File: src/pkg/eqrs_consts.svh
/*
  Constants of the wake qualifier and rail sequencer: timing figures,
  derived cycle counts, rail indices, stage codes, state codes, resets.
  Assumes a 125 MHz ref_clk; included by bare name.
*/
// Contract
// RL1: Qualified wake goes high only after the pin stays high for the detect time.
// RL2: Qualified wake goes low only after the pin stays low for the detect time.
// RL3: Excursions shorter than the filter time leave the qualified level unchanged.
// RL4: Qualified rise and fall are both wake events, subject to trigger style.
// RL5: Every wake event sets the sticky wake interrupt flag.
// RL6: A wake event may change device state, e.g. power up from disabled.
// RL7: A wake event never shuts the device down; software decides that.
// RL8: A status bit always shows the current qualified wake level.
// RL9: Software selects edge or level trigger style; the device follows it.
// RL10: Reset default is edge style; only a qualified rise is then an event.
// RL11: Level style with wake high returns the device to ACTIVE from any state.
// RL12: ACTIVE goes to DISABLED only while the qualified wake is low.
// RL13: Software-requested DISABLED entry restores the config register defaults.
// RL14: Rails power in three stages: primary buck, core buck and boost, monitors.
// RL15: A stage starts only once the preceding rail is within its band.
// RL16: Sequencing runs on every enable or disable; unused rails are skipped.
// RL17: A stage completes when its rail is in band and rise time elapsed.
// RL18: Undervoltage monitoring of a rail starts when the rail is enabled.
// RL19: During ramp-up the undervoltage event is reported once, at first crossing.
// RL20: A rail not valid within the timeout faults; response locks or continues.
// RL21: Reset output releases after the supply stays in band for the chosen delay.
// RL22: Rise times are 640 us for primary buck and boost, 320 us for core.
// RL23: Deglitch is a saturating counter after a synchroniser, cleared on change; the counter here clears at the detect limit instead of saturating.
// RL24: Sequencer holds one stage index and one counter; disables step backwards.
`ifndef EQRS_CONSTS_SVH
`define EQRS_CONSTS_SVH

// ==========================================================
// Timing
`define EQRS_CLK_MHZ          125
`define EQRS_T_WAKE_DET_US    40
`define EQRS_T_WAKE_FILT_US   20
`define EQRS_WAKE_DET_CYC     (`EQRS_T_WAKE_DET_US * `EQRS_CLK_MHZ)
`define EQRS_WAKE_FILT_CYC    (`EQRS_T_WAKE_FILT_US * `EQRS_CLK_MHZ)
`define EQRS_T_RISE_PRIMARY_BUCK_RAIL_US  640
`define EQRS_T_RISE_CORE_BUCK_RAIL_US  320
`define EQRS_T_RISE_BOOST_US  640
`define EQRS_RISE_PRIMARY_BUCK_RAIL_CYC   (`EQRS_T_RISE_PRIMARY_BUCK_RAIL_US * `EQRS_CLK_MHZ)
`define EQRS_RISE_CORE_BUCK_RAIL_CYC   (`EQRS_T_RISE_CORE_BUCK_RAIL_US * `EQRS_CLK_MHZ)
`define EQRS_RISE_BOOST_CYC   (`EQRS_T_RISE_BOOST_US * `EQRS_CLK_MHZ)
`define EQRS_T_STG_US         2000
`define EQRS_STG_CYC          (`EQRS_T_STG_US * `EQRS_CLK_MHZ)
`define EQRS_T_RESDEL0_US     8
`define EQRS_T_RESDEL1_US     16
`define EQRS_T_RESDEL2_US     24
`define EQRS_T_RESDEL3_US     32

// ==========================================================
// Rails, stages, states, config
`define EQRS_NUM_RAILS        5
`define EQRS_RAIL_PRIMARY_BUCK_RAIL       0
`define EQRS_RAIL_CORE_BUCK_RAIL       1
`define EQRS_RAIL_BOOST       2
`define EQRS_RAIL_VM1         3
`define EQRS_RAIL_VM2         4
`define EQRS_STAGE_OFF        2'h0
`define EQRS_STAGE_PRIM       2'h1
`define EQRS_STAGE_CORE       2'h2
`define EQRS_STAGE_EXT        2'h3
`define EQRS_ST_DISABLED      2'h0
`define EQRS_ST_ACTIVE        2'h1
`define EQRS_ST_LOCKED        2'h3
`define EQRS_ST_HARD_RST      2'h2
`define EQRS_STYLE_EDGE       1'h0
`define EQRS_STYLE_LEVEL      1'h1
`define EQRS_DELAY_SEL_RST    2'h0

`endif

File: src/pkg/eqrs_pkg.sv
/*
  Types of the wake qualifier and rail sequencer.
  Assumes eqrs_consts.svh is on the include path.
*/
`include "eqrs_consts.svh"

package eqrs_pkg;

  // Gray along DISABLED, ACTIVE, LOCKED, HARD_RST
  typedef enum logic [1:0] {
    ST_DISABLED = `EQRS_ST_DISABLED,
    ST_ACTIVE   = `EQRS_ST_ACTIVE,
    ST_LOCKED   = `EQRS_ST_LOCKED,
    ST_HARD_RST = `EQRS_ST_HARD_RST
  } eqrs_state_type;

  typedef logic [1:0] eqrs_stage_type;

endpackage

File: src/verilog/eqrs_sequencer.sv
/*
  Wake qualification, device state, config bits, rail sequencing,
  undervoltage first-crossing events and microcontroller reset release.
  Assumes requests come from same-clock SPI logic; rail band comparators
  are asynchronous and pass a synchroniser here.
*/
`include "eqrs_consts.svh"

module eqrs_sequencer
  import eqrs_pkg::*;
#(
  parameter int unsigned DET_CYC   = `EQRS_WAKE_DET_CYC,
  parameter int unsigned FILT_CYC  = `EQRS_WAKE_FILT_CYC,
  parameter int unsigned PRIMARY_BUCK_RAIL_CYC = `EQRS_RISE_PRIMARY_BUCK_RAIL_CYC,
  parameter int unsigned CORE_BUCK_RAIL_CYC = `EQRS_RISE_CORE_BUCK_RAIL_CYC,
  parameter int unsigned BOOST_CYC = `EQRS_RISE_BOOST_CYC,
  parameter int unsigned STG_CYC   = `EQRS_STG_CYC,
  parameter int unsigned CNT_W     = 18,
  parameter int unsigned RST_W     = 12
) (
  // Clock and reset
  input  wire logic                       ref_clk,
  input  wire logic                       rst,
  // Wake pin
  input  wire logic                       wake_input_pin,
  // State requests
  input  wire logic                       sw_disable_req,
  input  wire logic                       lock_req,
  input  wire logic                       hard_reset_req,
  // Configuration
  input  wire logic                       cfg_wr,
  input  wire logic                       cfg_style_in,
  input  wire logic [1:0]                 cfg_delay_sel_in,
  input  wire logic                       stg_resp_change,
  input  wire logic                       irq_clear,
  // Rail monitors
  input  wire logic [`EQRS_NUM_RAILS-1:0] rail_in_band_pin,
  input  wire logic [`EQRS_NUM_RAILS-1:0] rail_used,
  // Status
  output eqrs_state_type                  dev_state,
  output logic                            wake_level_status,
  output logic                            wake_event_irq_flag,
  output logic                            wake_trigger_style_select,
  output logic [1:0]                      reset_release_delay_sel,
  output eqrs_stage_type                  seq_stage,
  output logic                            stg_fault,
  // Rails
  output logic [`EQRS_NUM_RAILS-1:0]      rail_enable,
  output logic [`EQRS_NUM_RAILS-1:0]      uv_mon_enable,
  output logic [`EQRS_NUM_RAILS-1:0]      uv_event,
  output logic                            mcu_reset_out_n
);

  localparam int unsigned      NR      = `EQRS_NUM_RAILS;
  localparam logic [CNT_W-1:0] STG_LIM = CNT_W'(STG_CYC - 1);

  // ==========================================================
  // Functions
  function automatic logic [CNT_W-1:0] rise_cyc(input int unsigned idx);
    rise_cyc = '0;
    if (idx == `EQRS_RAIL_PRIMARY_BUCK_RAIL) rise_cyc = CNT_W'(PRIMARY_BUCK_RAIL_CYC); // RL22
    if (idx == `EQRS_RAIL_CORE_BUCK_RAIL) rise_cyc = CNT_W'(CORE_BUCK_RAIL_CYC); // RL22
    if (idx == `EQRS_RAIL_BOOST) rise_cyc = CNT_W'(BOOST_CYC); // RL22
  endfunction

  // Rails switched on once the given stage is reached
  function automatic logic [NR-1:0] stage_mask(input eqrs_stage_type s);
    stage_mask = '0;
    if (s >= `EQRS_STAGE_PRIM) stage_mask[`EQRS_RAIL_PRIMARY_BUCK_RAIL] = 1'b1; // RL14
    if (s >= `EQRS_STAGE_CORE) begin
      stage_mask[`EQRS_RAIL_CORE_BUCK_RAIL] = 1'b1;
      stage_mask[`EQRS_RAIL_BOOST] = 1'b1;
    end
    if (s >= `EQRS_STAGE_EXT) begin
      stage_mask[`EQRS_RAIL_VM1] = 1'b1;
      stage_mask[`EQRS_RAIL_VM2] = 1'b1;
    end
  endfunction

  function automatic logic [RST_W-1:0] delay_cyc(input logic [1:0] sel);
    unique case (sel)
      2'h0: delay_cyc = RST_W'(`EQRS_T_RESDEL0_US * `EQRS_CLK_MHZ);
      2'h1: delay_cyc = RST_W'(`EQRS_T_RESDEL1_US * `EQRS_CLK_MHZ);
      2'h2: delay_cyc = RST_W'(`EQRS_T_RESDEL2_US * `EQRS_CLK_MHZ);
      2'h3: delay_cyc = RST_W'(`EQRS_T_RESDEL3_US * `EQRS_CLK_MHZ);
    endcase
  endfunction

  // ==========================================================
  // Registers
  eqrs_state_type   state_ff;
  eqrs_state_type   nxt_state;
  logic             irq_ff;
  logic             style_ff;
  logic [1:0]       delay_ff;
  logic [NR-1:0]    band_s1_ff;
  logic [NR-1:0]    band_s2_ff;
  logic [NR-1:0]    band_s3_ff;
  logic [NR-1:0]    band_ff;
  eqrs_stage_type   stage_ff;
  logic             down_ff;
  logic [CNT_W-1:0] cnt_ff;
  logic             stg_hold_ff;
  logic             stg_ff;
  logic [NR-1:0]    rail_en_ff;
  logic [NR-1:0]    uv_seen_ff;
  logic [NR-1:0]    uv_evt_ff;
  logic [RST_W-1:0] rcnt_ff;
  logic             rst_out_n_ff;
  logic             qual;
  logic             q_rise;
  logic             q_fall;

  // ==========================================================
  // Wake qualification
  eqrs_wake_filter #(
    .DET_CYC  (DET_CYC),
    .FILT_CYC (FILT_CYC),
    .CNT_W    (13)
  ) u_wake_filter (
    .ref_clk    (ref_clk),
    .rst        (rst),
    .pin_raw    (wake_input_pin),
    .qual_level (qual),
    .rise_pulse (q_rise),
    .fall_pulse (q_fall)
  );

  wire lvl_style = style_ff == `EQRS_STYLE_LEVEL;                  // RL9
  // Edge style ignores falls entirely
  wire wake_evt  = q_rise || (lvl_style && q_fall);                // RL4 RL10
  wire lvl_hold  = lvl_style && qual;                              // RL11
  wire sw_dis_ok = (state_ff == ST_ACTIVE) && sw_disable_req && !qual; // RL12
  // Set wins over a clear in the same cycle
  wire nxt_irq   = wake_evt || (irq_ff && !irq_clear);             // RL5

  // Defaults win over a coincident write
  wire       nxt_style = sw_dis_ok ? `EQRS_STYLE_EDGE :            // RL13
                         cfg_wr    ? cfg_style_in : style_ff;
  wire [1:0] nxt_delay = sw_dis_ok ? `EQRS_DELAY_SEL_RST :         // RL13
                         cfg_wr    ? cfg_delay_sel_in : delay_ff;

  // ==========================================================
  // Device state
  wire stg_lock;

  always_comb begin
    nxt_state = state_ff;
    unique case (state_ff)
      ST_DISABLED: begin
        if (lvl_hold || wake_evt) nxt_state = ST_ACTIVE;           // RL6
      end
      ST_ACTIVE: begin
        // Wake events are only reported here, never acted on
        if (hard_reset_req) nxt_state = ST_HARD_RST;               // RL7
        else if (lock_req || stg_lock) nxt_state = ST_LOCKED;
        else if (sw_dis_ok) nxt_state = ST_DISABLED;
      end
      ST_LOCKED: begin
        if (lvl_hold) nxt_state = ST_ACTIVE;                       // RL11
      end
      ST_HARD_RST: begin
        if (lvl_hold || wake_evt) nxt_state = ST_ACTIVE;           // RL11
      end
    endcase
  end

  // ==========================================================
  // Rail synchroniser: a change counts once stages two and three agree
  wire [NR-1:0] band_agree = ~(band_s2_ff ^ band_s3_ff);
  wire [NR-1:0] nxt_band   = (band_agree & band_s3_ff) | (~band_agree & band_ff);

  // ==========================================================
  // Sequencer
  wire            target   = state_ff == ST_ACTIVE;
  wire            dir_chg  = down_ff == target;
  wire            at_off   = stage_ff == `EQRS_STAGE_OFF;
  wire            at_last  = stage_ff == `EQRS_STAGE_EXT;
  wire            timeout  = cnt_ff == STG_LIM;                     // RL20
  wire eqrs_stage_type stage_dn = eqrs_stage_type'(stage_ff - `EQRS_STAGE_PRIM);
  wire eqrs_stage_type stage_up = eqrs_stage_type'(stage_ff + `EQRS_STAGE_PRIM);
  // Going down, the current stage's rails are already off
  wire eqrs_stage_type en_stage = (down_ff && !at_off) ? stage_dn : stage_ff; // RL24
  wire [NR-1:0]   pend     = stage_mask(stage_ff) & ~stage_mask(stage_dn) & rail_used; // RL16
  wire [NR-1:0]   en_mask  = stage_mask(en_stage) & rail_used;      // RL16
  wire [NR-1:0]   rail_done;
  wire [NR-1:0]   rail_off;

  for (genvar i = 0; i < NR; i++) begin : g_rail
    // Needs both the band and the full rise time
    assign rail_done[i] = !pend[i] || (band_ff[i] && cnt_ff >= rise_cyc(i)); // RL15 RL17
    assign rail_off[i]  = !pend[i] || !band_ff[i];
  end

  wire up_ok   = &rail_done;
  wire dn_ok   = &rail_off;
  wire stg_hit = !down_ff && !at_off && !up_ok && timeout;          // RL20
  assign stg_lock = stg_hit && stg_resp_change;                     // RL20
  wire start   = !dir_chg && !down_ff && at_off;
  wire step_up = !dir_chg && !down_ff && !at_off && !at_last &&
                 (up_ok || (stg_hit && !stg_resp_change));          // RL15 RL20
  // A rail that never leaves its band cannot stall power-down
  wire step_dn = !dir_chg && down_ff && !at_off && (dn_ok || timeout); // RL24
  wire stage_mov = start || step_up || step_dn;

  wire eqrs_stage_type nxt_stage = start   ? `EQRS_STAGE_PRIM :
                                   step_up ? stage_up :
                                   step_dn ? stage_dn : stage_ff;   // RL14
  wire [CNT_W-1:0] nxt_cnt = (dir_chg || stage_mov) ? '0 :          // RL24
                             timeout ? cnt_ff : cnt_ff + 1'b1;
  wire             nxt_stg = stg_hit && !stg_hold_ff;

  // ==========================================================
  // Undervoltage first crossing
  wire [NR-1:0] nxt_uv_evt  = rail_en_ff & band_ff & ~uv_seen_ff;   // RL19
  wire [NR-1:0] nxt_uv_seen = rail_en_ff & (uv_seen_ff | band_ff);  // RL19

  // ==========================================================
  // Microcontroller reset release
  wire             mcu_ok    = rail_en_ff[`EQRS_RAIL_PRIMARY_BUCK_RAIL] && band_ff[`EQRS_RAIL_PRIMARY_BUCK_RAIL];
  wire [RST_W-1:0] rel_lim   = delay_cyc(delay_ff);
  wire             rel_done  = rcnt_ff >= rel_lim;
  wire [RST_W-1:0] nxt_rcnt  = !mcu_ok ? '0 : rel_done ? rcnt_ff : rcnt_ff + 1'b1; // RL21
  // Once released, a later delay select must not pull reset back
  wire             nxt_rel_n = mcu_ok && (rel_done || rst_out_n_ff); // RL21

  // ==========================================================
  // State and config registers
  always_ff @(posedge ref_clk) begin
    if (rst) begin
      state_ff <= ST_DISABLED;
      irq_ff   <= 1'b0;
      style_ff <= `EQRS_STYLE_EDGE;                                 // RL10
      delay_ff <= `EQRS_DELAY_SEL_RST;
    end else begin
      state_ff <= nxt_state;
      irq_ff   <= nxt_irq;
      style_ff <= nxt_style;
      delay_ff <= nxt_delay;
    end
  end

  // ==========================================================
  // Sequencer registers
  always_ff @(posedge ref_clk) begin
    if (rst) begin
      band_s1_ff  <= '0;
      band_s2_ff  <= '0;
      band_s3_ff  <= '0;
      band_ff     <= '0;
      stage_ff    <= `EQRS_STAGE_OFF;
      down_ff     <= 1'b1;
      cnt_ff      <= '0;
      stg_hold_ff <= 1'b0;
      stg_ff      <= 1'b0;
      rail_en_ff  <= '0;
    end else begin
      band_s1_ff  <= rail_in_band_pin;
      band_s2_ff  <= band_s1_ff;
      band_s3_ff  <= band_s2_ff;
      band_ff     <= nxt_band;
      stage_ff    <= nxt_stage;
      down_ff     <= !target;
      cnt_ff      <= nxt_cnt;
      stg_hold_ff <= stg_hit;
      stg_ff      <= nxt_stg;
      rail_en_ff  <= en_mask;
    end
  end

  // ==========================================================
  // Monitor and reset registers
  always_ff @(posedge ref_clk) begin
    if (rst) begin
      uv_seen_ff   <= '0;
      uv_evt_ff    <= '0;
      rcnt_ff      <= '0;
      rst_out_n_ff <= 1'b0;
    end else begin
      uv_seen_ff   <= nxt_uv_seen;
      uv_evt_ff    <= nxt_uv_evt;
      rcnt_ff      <= nxt_rcnt;
      rst_out_n_ff <= nxt_rel_n;
    end
  end

  // ==========================================================
  // Outputs
  assign dev_state                 = state_ff;
  assign wake_level_status         = qual;                          // RL8
  assign wake_event_irq_flag       = irq_ff;
  assign wake_trigger_style_select = style_ff;
  assign reset_release_delay_sel   = delay_ff;
  assign seq_stage                 = stage_ff;
  assign stg_fault                 = stg_ff;
  assign rail_enable               = rail_en_ff;
  // Monitoring follows the enable exactly
  assign uv_mon_enable             = rail_en_ff;                    // RL18
  assign uv_event                  = uv_evt_ff;
  assign mcu_reset_out_n           = rst_out_n_ff;
endmodule // eqrs_sequencer

File: src/verilog/eqrs_wake_filter.sv
/*
  Wake pin deglitch: three-flop synchroniser, agreement stage and
  a duration counter that flips the qualified level.
  Assumes the pin is asynchronous to ref_clk.
*/
`include "eqrs_consts.svh"

module eqrs_wake_filter
  import eqrs_pkg::*;
#(
  parameter int unsigned DET_CYC  = `EQRS_WAKE_DET_CYC,
  parameter int unsigned FILT_CYC = `EQRS_WAKE_FILT_CYC,
  parameter int unsigned CNT_W    = 13
) (
  // Clock and reset
  input  wire logic ref_clk,
  input  wire logic rst,
  // Raw pin
  input  wire logic pin_raw,
  // Qualified level and its edges
  output logic      qual_level,
  output logic      rise_pulse,
  output logic      fall_pulse
);

  localparam logic [CNT_W-1:0] DET_LIM  = CNT_W'(DET_CYC - 1);
  localparam logic [CNT_W-1:0] FILT_LIM = CNT_W'(FILT_CYC);

  logic [2:0]       sync_ff;
  logic             agreed_ff;
  logic [CNT_W-1:0] cnt_ff;
  logic             qual_ff;
  logic             rise_ff;
  logic             fall_ff;

  // ==========================================================
  // Decode
  wire             agree    = sync_ff[1] == sync_ff[2];
  wire             differs  = agreed_ff != qual_ff;
  wire             at_lim   = cnt_ff == DET_LIM;
  wire             flip     = differs && at_lim;
  // Any return of the agreed level clears the count
  wire [CNT_W-1:0] nxt_cnt  = (!differs || at_lim) ? '0 : cnt_ff + 1'b1; // RL23
  wire             nxt_qual = flip ? agreed_ff : qual_ff;                // RL1 RL2 RL3

  // ==========================================================
  // Registers
  always_ff @(posedge ref_clk) begin
    if (rst) begin
      sync_ff   <= 3'h0;
      agreed_ff <= 1'b0;
      cnt_ff    <= '0;
      qual_ff   <= 1'b0;
      rise_ff   <= 1'b0;
      fall_ff   <= 1'b0;
    end else begin
      sync_ff   <= {sync_ff[1:0], pin_raw};
      agreed_ff <= agree ? sync_ff[2] : agreed_ff;
      cnt_ff    <= nxt_cnt;
      qual_ff   <= nxt_qual;
      rise_ff   <= flip && agreed_ff;
      fall_ff   <= flip && !agreed_ff;
    end
  end

  assign qual_level = qual_ff;
  assign rise_pulse = rise_ff;
  assign fall_pulse = fall_ff;
endmodule // eqrs_wake_filter

File: config.mk
export PLATFORM = sky130hd
export DESIGN_NAME = eqrs_sequencer
export DESIGN_NICKNAME = d
export VERILOG_FILES = /design/src/pkg/eqrs_pkg.sv /design/src/verilog/eqrs_sequencer.sv /design/src/verilog/eqrs_wake_filter.sv
export VERILOG_INCLUDE_DIRS = /design/src /design/src/pkg
export SDC_FILE = /design/constraint.sdc
export NUM_CORES = 1
export LEC_CHECK = 0
export ABC_CLOCK_PERIOD_IN_PS = 6600
export BUFFER_PORTS_ARGS = -buffer_cell sky130_fd_sc_hd__buf_2
export CAP_MARGIN = 20
export CORE_ASPECT_RATIO = 2
export CORE_MARGIN = 2
export CORE_UTILIZATION = 25
export CTS_CLUSTER_DIAMETER = 60
export CTS_CLUSTER_SIZE = 40
export DETAILED_ROUTE_END_ITERATION = 10
export GPL_TIMING_DRIVEN = 0
export SYNTH_ARGS = -nofsm -noshare
export SYNTH_HDL_FRONTEND = slang
export SYNTH_SLANG_ARGS = --single-unit
File: constraint.sdc
create_clock -name ref_clk -period 6.6 [get_ports ref_clk]
set_clock_uncertainty 0.15 [all_clocks]
set_input_delay 1.32 -clock ref_clk [delete_from_list [all_inputs] [get_ports ref_clk]]
set_output_delay 1.32 -clock ref_clk [all_outputs]
set_load 0.03 [all_outputs]
* Yosys cells after proc, flatten, opt, wreduce, memory -nomap -nowiden *
Index checks and enable logic that the tools add are counted.

word-level totals
  word-level logic and storage cells = 181
  memory bits (writable) = 0
  memory bits (read-only) = 0
  memories = 0
  register bits = 97
  bits of input ports = 22
  latch bits = 0

operators by class
  $add $sub $neg = 5
  div/mod/pow operators = 0
  reduce and logical (&&, ||, !) cells = 87
  equal/unequal tests = 15
  shifts and indexed selects = 0
  $mul = 0
  multiplexer cells = 20
  order comparisons = 13
  bitwise operators = 16

operator list
  kind                                                                      count
  12-bit one-hot mux with 4 select lines                                    1
  5-bit bitwise AND                                                         8
  1-bit logical AND                                                         30
  2-bit two-way mux                                                         14
  1-bit logical NOT                                                         22
  1-bit logical OR                                                          21
  5-bit NOT                                                                 4
  18-bit by 1-bit adder with 18-bit output (second input constant)          1
  18-bit equality test (second input constant)                              1
  18-bit by 1-bit >= comparator with 1-bit output (second input constant)   1
  18-bit by 16-bit >= comparator with 1-bit output (second input constant)  1
  18-bit by 17-bit >= comparator with 1-bit output (second input constant)  1
  13-bit by 1-bit adder with 13-bit output (second input constant)          1
  13-bit equality test (second input constant)                              1
  12-bit by 1-bit adder with 12-bit output (second input constant)          1
  12-bit >= comparator                                                      1
  2-bit >= comparator (second input constant)                               6
  2-bit OR reduction                                                        6
  2-bit equality test (second input constant)                               5
  5-bit OR                                                                  2
  5-bit AND reduction                                                       2
  2-bit by 1-bit >= comparator with 1-bit output (second input constant)    3
  2-bit logical NOT                                                         3
  2-bit one-hot mux with 3 select lines                                     1
  14 further kinds                                                          19

* Depth between registers and ports, before layout *
Gate-level depths: netlist (run 1).

  depth in word-level cells = 19
  gate-level depth with buffers = 11
  depth with buffers taken out = 10

* Hierarchy *
Synthesis (run 1) repeated with hierarchy kept, for this count alone.

second synthesis, totals
  cells, all modules = 479
  area, all modules = 4546.9 um^2

modules (own cells, without submodules)
  module            cells each  instances  area each (um^2)
  eqrs_sequencer    388         1          3657.3
  eqrs_wake_filter  91          1          889.6

* Least setup slack after synthesis (run 1) *
Ideal clock, no wire load.

  kind = register to register
  start point = register delay_ff[0], in the netlist reset_release_delay_sel[0]
  end point = register rcnt_ff[3]
  clock period less this slack = 2889 ps
  path slack = 3711 ps
  arrival = 2611 ps
  cell stages (with the launch flop) = 12
  setup time = 128 ps
  data required time = 6322 ps
  path through = dfxtp_1 -> inv_1 -> ha_1 -> or2_2 -> ha_1 -> and4b_1 -> o311ai_0 -> a31o_2 -> buf_2 -> nand4_1 -> xnor2_1 -> nor2_1

between the ends
  word-level cells in the longest chain between the ends = 3

RTL lines
  what                                               line                   text
  start, declared                                    eqrs_sequencer.sv:95   logic [1:0] delay_ff;
  start signal, assigned                             eqrs_sequencer.sv:234  delay_ff <= `EQRS_DELAY_SEL_RST;
  start signal, assigned                             eqrs_sequencer.sv:239  delay_ff <= nxt_delay;
  2-bit equality test, or another cell as far along  eqrs_sequencer.sv:81   unique case (sel)
  12-bit one-hot mux with 4 select lines (*)         eqrs_sequencer.sv:81
  12-bit >= comparator (*)                           eqrs_sequencer.sv:222  wire rel_done = rcnt_ff >= rel_lim;
  end signal, assigned                               eqrs_sequencer.sv:282  rcnt_ff <= nxt_rcnt;
  end, declared                                      eqrs_sequencer.sv:108  logic [RST_W-1:0] rcnt_ff;

Mark *: on every way between the ends. The rest lies on a longest branch, timed or not. The select of a mux whose other input is x is not followed.
A chain may end at the register's enable or synchronous reset.

* Worst setup path after layout (run 1) *
Ends and elaborated chain as after synthesis.

==> out/metrics.csv, run 1 <==
metric,value,unit
outcome,"complete, no violations",
hpwl,7610,um
synth_edf_count,0,
holdPathStages,1,
post_cts_buffers,0,
critPathCaptureType,register,
gr-usage-all-layers,0.109,
slew_violations,0,
yosysMostFrequentCell,dfxtp_1,
synthArstFlopShare,0,
drt_iter0_drc,97,
grt_pass1_vias,3400,
grt_first_pass_wirelength,16200,um
row_count,68,
cts_buffers,9,
cp_max_fo,10,
netlist_top_cells_count,"dfxtp_1, nor2_1, nand2_1, nor2b_1, xor2_1",
setup_viol,0,
hold_buffers,0,
die_area,18800,um^2
cp.required,6.68,ns
multiInputGateArea,2270,um^2
synth_top_area_frac,0.440,
vias,3457,
power_density,271,nW/um^2
synth_area,4410,um^2
route.detailed.drc,0,
ff_latch_area,1940,um^2
cts.sinks,97,
place_congestion,0.828,
clk_transition_reported_paths,0.08,ns
ys_ff_latch,97,
nFillCells,1854,
yosysWarnings,0,
synth_cell_types,64,
num_io_pins,48,
wl_per_cell,13.1,um
rsz0062_at_grt,no,
setup_tns,0,ns
dr.pass1.iters,5,
port_buffers,47,
hold_viol,0,
yosysTopAreaCell,dfxtp_1,
max_slew_margin,0.519,
start_kind,register,
antenna_cells,0,
arrival,2.99,ns
viasPerCell,4.63,
grt_overflow,0,
clockBufferDepth,2,
ir_drop,0.0000996,V
area_growth,18.2,%
grt_max_degree,21,
synthTopCellsByArea,"dfxtp_1, nor2_1, ha_1, xor2_1, nor2b_1",
start_util,0.255,
h-tree-depth,3,
post-route-util,0.302,
cts-root-buf,clkbuf_16,
synth_cells,474,
ant_nets,0,
worst_r2r_path_depth,11,
seq_area_frac_synth,0.440,
syn_nets,517,
cts_tree,built,
antenna_found_initial,0,
fmax,344,MHz
design.core.area,17300,um^2
drv_cap,0,
worst_pin_slew,0.712,ns
die_h,192,um
dp.cells,731,
clock_latency,0.35,ns
period_needed,2.91,ns
synth_area_per_cell,9.30,um^2
post_cts_resized,0,
power.leakage,2.00,nW
fin_cells,747,
critPathKind,reg -> reg,
finalCritPeriodShare,0.441,
chipWidth,97.9,um
nets,575,
drt-total-wl,9820,um
hold_path.class,reg -> reg,
layout-drive-gt1-share,0.184,
synth-main-ff-cell,dfxtp_1,
cell type report:
type,instances,area share
clock inverters,7,0.0154
flip-flops and latches,97,0.372
inverters,16,0.0115
well taps,210,0.0504
repair buffers,47,0.0451
clock buffers,9,0.0432
multi-input cells,340,0.436
plain buffers,21,0.0264
worst max-delay path: stages (launching register included):
cell and delay (ns):
dfxtp_1 0.41, inv_1 0.08, ha_1 0.21, or2_2 0.30, ha_1 0.27, and4b_1 0.19, o311ai_0 0.33, a31o_2 0.27
buf_2 0.23, nand4_1 0.14, xnor2_1 0.15, nor2_1 0.05
flip-flops by register name, summed over array words and instances (netlist names), 2 cells and up, named ones only:
register / flops
cnt_ff: 18
band_s2_ff: 5
u_wake_filter.sync_ff: 3
u_wake_filter.cnt_ff: 13
uv_seen_ff: 5
dev_state: 2
reset_release_delay_sel: 2
seq_stage: 2
uv_event: 5
rail_enable: 5
rcnt_ff: 12
band_s1_ff: 5
band_s3_ff: 5
power breakdown:
part	switching (mW)	internal [mW]	leakage [nW]
clock network	0.260	0.270	0.146
registers	0.0231	0.607	0.786
logic	0.159	0.0935	1.07
total	0.442	0.970	2.00
routing by layer:
layer,track usage,share of wire
met3,0.0189,0.033
met1,0.107,0.38
met2,0.217,0.56
met5,0,0
met4,0.0497,0.020
final timing paths:
| check | from | to | slack [ns] |
|---|---|---|---|
| setup / recovery | reset_release_delay_sel[0] | rcnt_ff[3] | 3.69 |
| hold / removal | stg_hold_ff | stg_fault | 0.23 |
| setup reg to reg | reset_release_delay_sel[0] | rcnt_ff[3] | 3.69 |
| hold reg to reg | stg_hold_ff | stg_fault | 0.23 |
kinds of logic (layout without fill, tap and decap cells):
family | Yosys count | after routing | share of synthesized area
compound gates | 53 | 53 | 0.0826
fa+ha+maj | 21 | 21 | 0.0596
xor+xnor | 37 | 37 | 0.0735
flops | 97 | 97 | 0.440
mux | 5 | 5 | 0.0113
buf+inv | 37 | 100 | 0.0448
simple gates | 224 | 224 | 0.288
cells in the final DEF, fill, tap and decap left out, drive strengths merged, types with 11 or more instances in the layout:
| master | count |
|---|---|
| and3 | 11 |
| nand3 | 17 |
| o21ai | 11 |
| ha | 21 |
| nand4 | 13 |
| nand2 | 28 |
| nor2 | 74 |
| dfxtp | 97 |
| a21oi | 18 |
| clkbuf | 16 |
| inv | 20 |
| xnor2 | 14 |
| nor2b | 24 |
| buf | 61 |
| xor2 | 23 |
per-stage QoR:
stage                     setup WS, ns  hold WS, ns  power (mW)  area (um^2)
final                             3.69        0.226        1.41         5210
after global routing              3.48        0.255        1.48         5210
after CTS                         3.62        0.223        1.43         5210
after detailed placement          3.30        0.221       0.898         4910
after global placement            3.32        0.222       0.895         4910
after floorplan                   3.71        0.217       0.828         4410
(Power assumes the default switching activity.)
==> run 2, diff against run 1 <==
--- a/config.mk
+++ b/config.mk
@@ -6,7 +6,8 @@
 export SDC_FILE = /design/constraint.sdc
 export NUM_CORES = 1
 export LEC_CHECK = 0
-export ABC_CLOCK_PERIOD_IN_PS = 6600
+export ABC_AREA = 1
+export ABC_CLOCK_PERIOD_IN_PS = 2800
 export BUFFER_PORTS_ARGS = -buffer_cell sky130_fd_sc_hd__buf_2
 export CAP_MARGIN = 20
 export CORE_ASPECT_RATIO = 2
==> constraint.sdc (replaced) <==
create_clock -name ref_clk -period 2.8 [get_ports ref_clk]
set_clock_uncertainty 0.15 [all_clocks]
set_input_delay 0.56 -clock ref_clk [delete_from_list [all_inputs] [get_ports ref_clk]]
set_output_delay 0.56 -clock ref_clk [all_outputs]
set_load 0.03 [all_outputs]
==> run 2 against run 1 <==
Combinational power rose to 2.5 times the previous value. Wire length up 4.9%. First-iteration DRC count up 38%. Register-to-register slack worse by 3.4 ns. Total power up 140%. Cell count up 16%. Worst setup slack worse by 3.4 ns. Flip-flop and latch count unchanged. Count of clock-buffer cells in the layout up 1. Synthesized cell count up 24%. Clock power up 120%. Synthesized area up 1.6%. Critical endpoint is now rcnt_ff[6]. Largest cell class unchanged. Highest routed layer unchanged.
==> out/metrics.csv, run 2 <==
metric,value,unit
final_common_cell,inv_1,
synth_cell_types,40,
synth_top_area_frac,0.433,
nets,689,
setup_tns,0,ns
setup_viol,0,
hold_viol,0,
synth_area_per_cell,7.61,um^2
worst_pin_slew,0.638,ns
rsz0062_at_grt,no,
cts_buffers,9,
layout-drive-gt1-share,0.164,
cts-root-buf,clkbuf_16,
stdcell_area,5280,um^2
r2r_end,rcnt_ff[6],
antenna_cells,0,
hold_path.class,reg -> reg,
critPathCaptureType,register,
start_kind,register,
placedInstanceArea,4980,um^2
port_buffers,46,
ir_drop,0.000459,V
slowest_stage,dfxtp_1,
post_cts_buffers,0,
wl_per_cell,11.9,um
place_congestion,0.841,
clockBufferDepth,2,
hpwl,8350,um
grt_pass1_vias,3835,
num_io_pins,48,
yosysMostFrequentCell,inv_1,
synth_area,4480,um^2
start_util,0.253,
drt-total-wl,10300,um
finalPower,3.32,mW
r2r-start,reset_release_delay_sel[1],
outcome,"complete, no violations",
synthTopCellsByArea,"dfxtp_1, inv_1, nand2_1, ha_1, nor2_1",
final_cell_mix,"inv_1, dfxtp_1, nand2_1",
power.leakage,2.16,nW
synth_edf_count,0,
cp.required,2.89,ns
synthArstFlopShare,0,
hold_buffers,0,
antenna_found_initial,0,
fmax,391,MHz
chipWidth,98.7,um
netlist_top_cells_count,"inv_1, dfxtp_1, nand2_1, nor2_1, a21oi_1",
cts_tree,built,
arrival,2.65,ns
reg_top3,"cnt_ff: 18 flops, u_wake_filter.cnt_ff: 13 flops, rcnt_ff: 12 flops",
grt_overflow,0,
synth-main-ff-cell,dfxtp_1,
max_slew_margin,0.570,
cpLargestDelayFamily,simple AND/OR/NAND/NOR gates,
drt_iter0_drc,134,
area_growth,17.8,%
holdPathStages,2,
yosysTopAreaCell,dfxtp_1,
ys_ff_latch,97,
drv_cap,0,
yosysWarnings,0,
grt_first_pass_wirelength,17400,um
synth_cells,589,
cp_cell_sequence,inv_1 > ha_1 > nor2_1 > ha_1 > a21oi_1 > nand2_1 > a21boi_0 > nand2_1 > buf_2 > nor3_1 > nand2_1 > o21ai_0 > a21oi_1,
cp_max_fo,10,
worst_r2r_path_depth,13,
cpMostUsedCell,nand2_1,
hold_start,band_s1_ff[2],
slowest_delay,0.37,ns
gr-usage-all-layers,0.114,
power_density,629,nW/um^2
period_needed,2.56,ns
vias,3819,
cts.sinks,97,
seq_area_frac_synth,0.433,
clock_latency,0.35,ns
die_h,193,um
die_area,19100,um^2
design.core.area,17700,um^2
largest_reg_flops,18,
post_cts_resized,0,
viasPerCell,4.42,
finalCritPeriodShare,0.914,
grt_max_degree,18,
h-tree-depth,3,
reg2reg_slack,0.24,ns
slew_violations,0,
critPathKind,reg -> reg,
ant_nets,0,
hold_end,band_s2_ff[2],
route.detailed.drc,0,
syn_nets,632,
critPathBufInv,2,
regMostFlops,cnt_ff,
dr.pass1.iters,4,
row_count,69,
clk_transition_reported_paths,0.07,ns
-- run 2: changes by cell type in the layout (fill, tap and decap cells not counted), moves of 10 or more --
cell and delta:
xnor2_1 -13, inv_1 +86, xor2_1 -11, nor2b_1 -24, a21oi_1 +19, nand3_1 +10, nor3_1 +16, nand2_1 +57
-- run 2: metrics by stage --
| step | hold WS (ns) | std cells | util | worst slack [ns] |
|---|---|---|---|---|
| 5_1_grt | 0.267 | 864 | 0.298 | 0.0163 |
| 4_1_cts | 0.251 | 864 | 0.298 | 0.0472 |
| 2_1_floorplan | 0.226 | 589 | - | 0.169 |
| 6_report | 0.250 | 864 | 0.298 | 0.242 |
| 3_3_place_gp | 0.239 | 848 | 0.281 | 0.125 |
| 3_5_place_dp | 0.242 | 848 | 0.281 | 0.0654 |
-- run 2: area by class of cell --
class / instances / area (um^2)
Clock inverter: 6 / 48.8
Buffer: 14 / 88.8
Clock buffer: 10 / 239
Fill cell: 1872 / 12400
Multi-Input combinational cell: 371 / 2060
Timing Repair Buffer: 46 / 230
Sequential cell: 97 / 1940
Tap cell: 213 / 267
Inverter: 107 / 402
-- run 2: power breakdown --
group / total, mW / leakage [nW] / switching, mW / internal, mW
Combinational: 0.633 / 1.24 / 0.412 / 0.221
Sequential: 1.50 / 0.786 / 0.0603 / 1.44
Clock: 1.19 / 0.137 / 0.552 / 0.637
-- run 2: cell families (layout without fill, tap and decap cells) --
kind of cell | Yosys count | after routing | share of synthesized area
and+or+nand+nor | 263 | 263 | 0.280
AOI/OAI and AO/OA | 74 | 74 | 0.0938
xor gates and xnor gates | 13 | 13 | 0.0254
adders and majority gates | 21 | 21 | 0.0586
DFF | 97 | 97 | 0.433
buffers and inverters | 121 | 183 | 0.109
-- run 2: how the worst max path moves through the flow --
stage,from,end,slack [ns],cells after the start
floorplan,reset_release_delay_sel[0],rcnt_ff[10],0.17,13
global placement,reset_release_delay_sel[0],rcnt_ff[10],0.12,13
detailed placement,reset_release_delay_sel[0],rcnt_ff[10],0.07,13
CTS,reset_release_delay_sel[0],rcnt_ff[10],0.05,13
global route,reset_release_delay_sel[0],rcnt_ff[10],0.02,13
finish,reset_release_delay_sel[1],rcnt_ff[6],0.24,13
-- run 2: worst min-delay path, delay by kind of cell (launching register included) --
kind	cells	cell delay, ns
flip-flops	1	0.30
AND/OR/NAND/NOR	1	0.03
buffers and inverters	1	0.04
-- run 2: metal layers --
| layer | global-route usage | vias to the layer above | part of all wire |
|---|---|---|---|
| li1 | - | 1997 | - |
| met1 | 0.105 | 1743 | 0.36 |
| met2 | 0.219 | 59 | 0.57 |
| met3 | 0.0181 | 20 | 0.022 |
| met4 | 0.0807 | 0 | 0.054 |
| met5 | 0 | - | 0 |
==> run 3, diff against run 2 <==
--- a/config.mk
+++ b/config.mk
@@ -10,6 +10,8 @@
 export ABC_CLOCK_PERIOD_IN_PS = 2800
 export BUFFER_PORTS_ARGS = -buffer_cell sky130_fd_sc_hd__buf_2
 export CAP_MARGIN = 20
+export CELL_PAD_IN_SITES_DETAIL_PLACEMENT = 1
+export CELL_PAD_IN_SITES_GLOBAL_PLACEMENT = 2
 export CORE_ASPECT_RATIO = 2
 export CORE_MARGIN = 2
 export CORE_UTILIZATION = 25
@@ -17,6 +19,7 @@
 export CTS_CLUSTER_SIZE = 40
 export DETAILED_ROUTE_END_ITERATION = 10
 export GPL_TIMING_DRIVEN = 0
+export PLACE_DENSITY_LB_ADDON = 0.1
 export SYNTH_ARGS = -nofsm -noshare
 export SYNTH_HDL_FRONTEND = slang
 export SYNTH_SLANG_ARGS = --single-unit
==> run 3 against run 2 <==
Wire length increased by 18%. Sequential share of layout area decreased by 0.092 points. Count of clock-buffer cells in the layout increased by 1. Via count increased by 2.1%. Worst hold slack improved by 0.0028 ns. Non-clock buffer count unchanged. First-iteration DRC count decreased by 31%. Fmax increased by 1.1%. Critical path depth unchanged. Flip-flop and latch count unchanged. Combinational power increased by 2%. Largest cell class unchanged. Highest routed layer unchanged.
==> out/metrics.csv, run 3 (synthesis results as in run 2) <==
metric,value,unit
outcome,"complete, no violations",
viasPerCell,4.51,
hold_viol,0,
power.leakage,2.17,nW
die_h,193,um
start_util,0.253,
dr.pass1.iters,4,
slew_violations,0,
final_common_cell,inv_1,
clk_transition_reported_paths,0.07,ns
worst_hold_slack,0.253,ns
reg_top3,"cnt_ff: 18 flops, u_wake_filter.cnt_ff: 13 flops, rcnt_ff: 12 flops",
drt-total-wl,12100,um
grt_first_pass_wirelength,20600,um
chipWidth,98.7,um
clock_latency,0.35,ns
grt_pass1_vias,4219,
cts_buffers,9,
layout-drive-gt1-share,0.167,
max_slew_margin,0.578,
hold_path.class,reg -> reg,
reg2reg_slack,0.27,ns
critPathCaptureType,register,
grt_overflow,0,
worst_r2r_path_depth,13,
vias,3900,
arrival,2.62,ns
place_congestion,0.767,
antenna_cells,0,
cts-root-buf,clkbuf_16,
start_kind,register,
port_buffers,46,
gr-usage-all-layers,0.136,
cts.sinks,97,
power_density,639,nW/um^2
post-route-util,0.299,
design.core.area,17700,um^2
num_io_pins,48,
regMostFlops,cnt_ff,
rsz0062_at_grt,no,
drv_cap,0,
die_area,19100,um^2
wl_per_cell,14.1,um
dp_slack,0.0448,ns
r2r-start,reset_release_delay_sel[0],
ant_nets,0,
cp_max_fo,10,
fin_cells,864,
post_cts_buffers,0,
grt_max_degree,16,
dp.cells,848,
antenna_found_initial,0,
critPathKind,reg -> reg,
drt_iter0_drc,93,
worst_pin_slew,0.633,ns
row_count,69,
setup_ws,0.270,ns
critPathCapture,rcnt_ff[10],
setup_viol,0,
holdPathStages,1,
nets,689,
route.detailed.drc,0,
cp.required,2.89,ns
h-tree-depth,3,
final_cell_mix,"inv_1, dfxtp_1, nand2_1",
area_growth,18.2,%
period_needed,2.53,ns
hpwl,9630,um
hold_start,stg_hold_ff,
cts_tree,built,
cp-startpoint,reset_release_delay_sel[0],
setup_tns,0,ns
fmax,395,MHz
r2r_end,rcnt_ff[10],
finalCritPeriodShare,0.904,
largest_reg_flops,18,
clockBufferDepth,2,
ir_drop,0.000307,V
run 3: routing by layer:
metal  track usage  vias up  routed length (um)
met3        0.0264       12                 278
li1              -     1993                   -
met5             0        -                   0
met2         0.269       37                7080
met1         0.134     1858                4530
met4        0.0528        0                 250
run 3: final cells by class:
cell class | count | area (um^2)
Tap cell | 213 | 267
Timing Repair Buffer | 46 | 230
Clock inverter | 5 | 56.3
Clock buffer | 11 | 233
Sequential cell | 97 | 1940
Fill cell | 2156 | 12400
Buffer | 14 | 91.3
Multi-Input combinational cell | 371 | 2080
Inverter | 107 | 402
run 3: worst min-delay path by stage:
| stage | to | slack, ns |
|---|---|---|
| floorplan | stg_fault | 0.23 |
| global placement | band_s2_ff[4] | 0.24 |
| global route | band_s1_ff[4] | 0.27 |
| detailed placement | stg_fault | 0.24 |
| finish | stg_fault | 0.25 |
| CTS | band_s1_ff[1] | 0.24 |
run 3: worst max-delay path, stage by stage, from the launching register on:
cell     delay (ns)
dfxtp_2        0.35
inv_1          0.08
ha_1           0.21
or2_2          0.31
ha_1           0.28
nand3_1        0.09
nand2_1        0.05
nand3_1        0.07
nand2_1        0.08
buf_4          0.20
nor3_4         0.16
nand4_1        0.16
o21ai_1        0.17
a21oi_1        0.05
run 3: where the power goes:
part	total (mW)	internal [mW]	switching [mW]	leakage (nW)
sequential	1.50	1.44	0.0622	0.787
clock	1.24	0.692	0.548	0.139
combinational	0.647	0.223	0.424	1.24
run 3: per-stage QoR:
| step | cell area [um^2] | power [mW] |
|---|---|---|
| final | 5300 | 3.39 |
| after floorplan | 4480 | 1.99 |
| after global routing | 5300 | 3.60 |
| after global placement | 4980 | 2.18 |
| after detailed placement | 4980 | 2.20 |
| after CTS | 5270 | 3.47 |
run 3: what timing repair did:
item	4_1_cts	5_1_grt
resized for setup	0	10
hold buffers	0	0
endpoints found under the setup margin	0	4
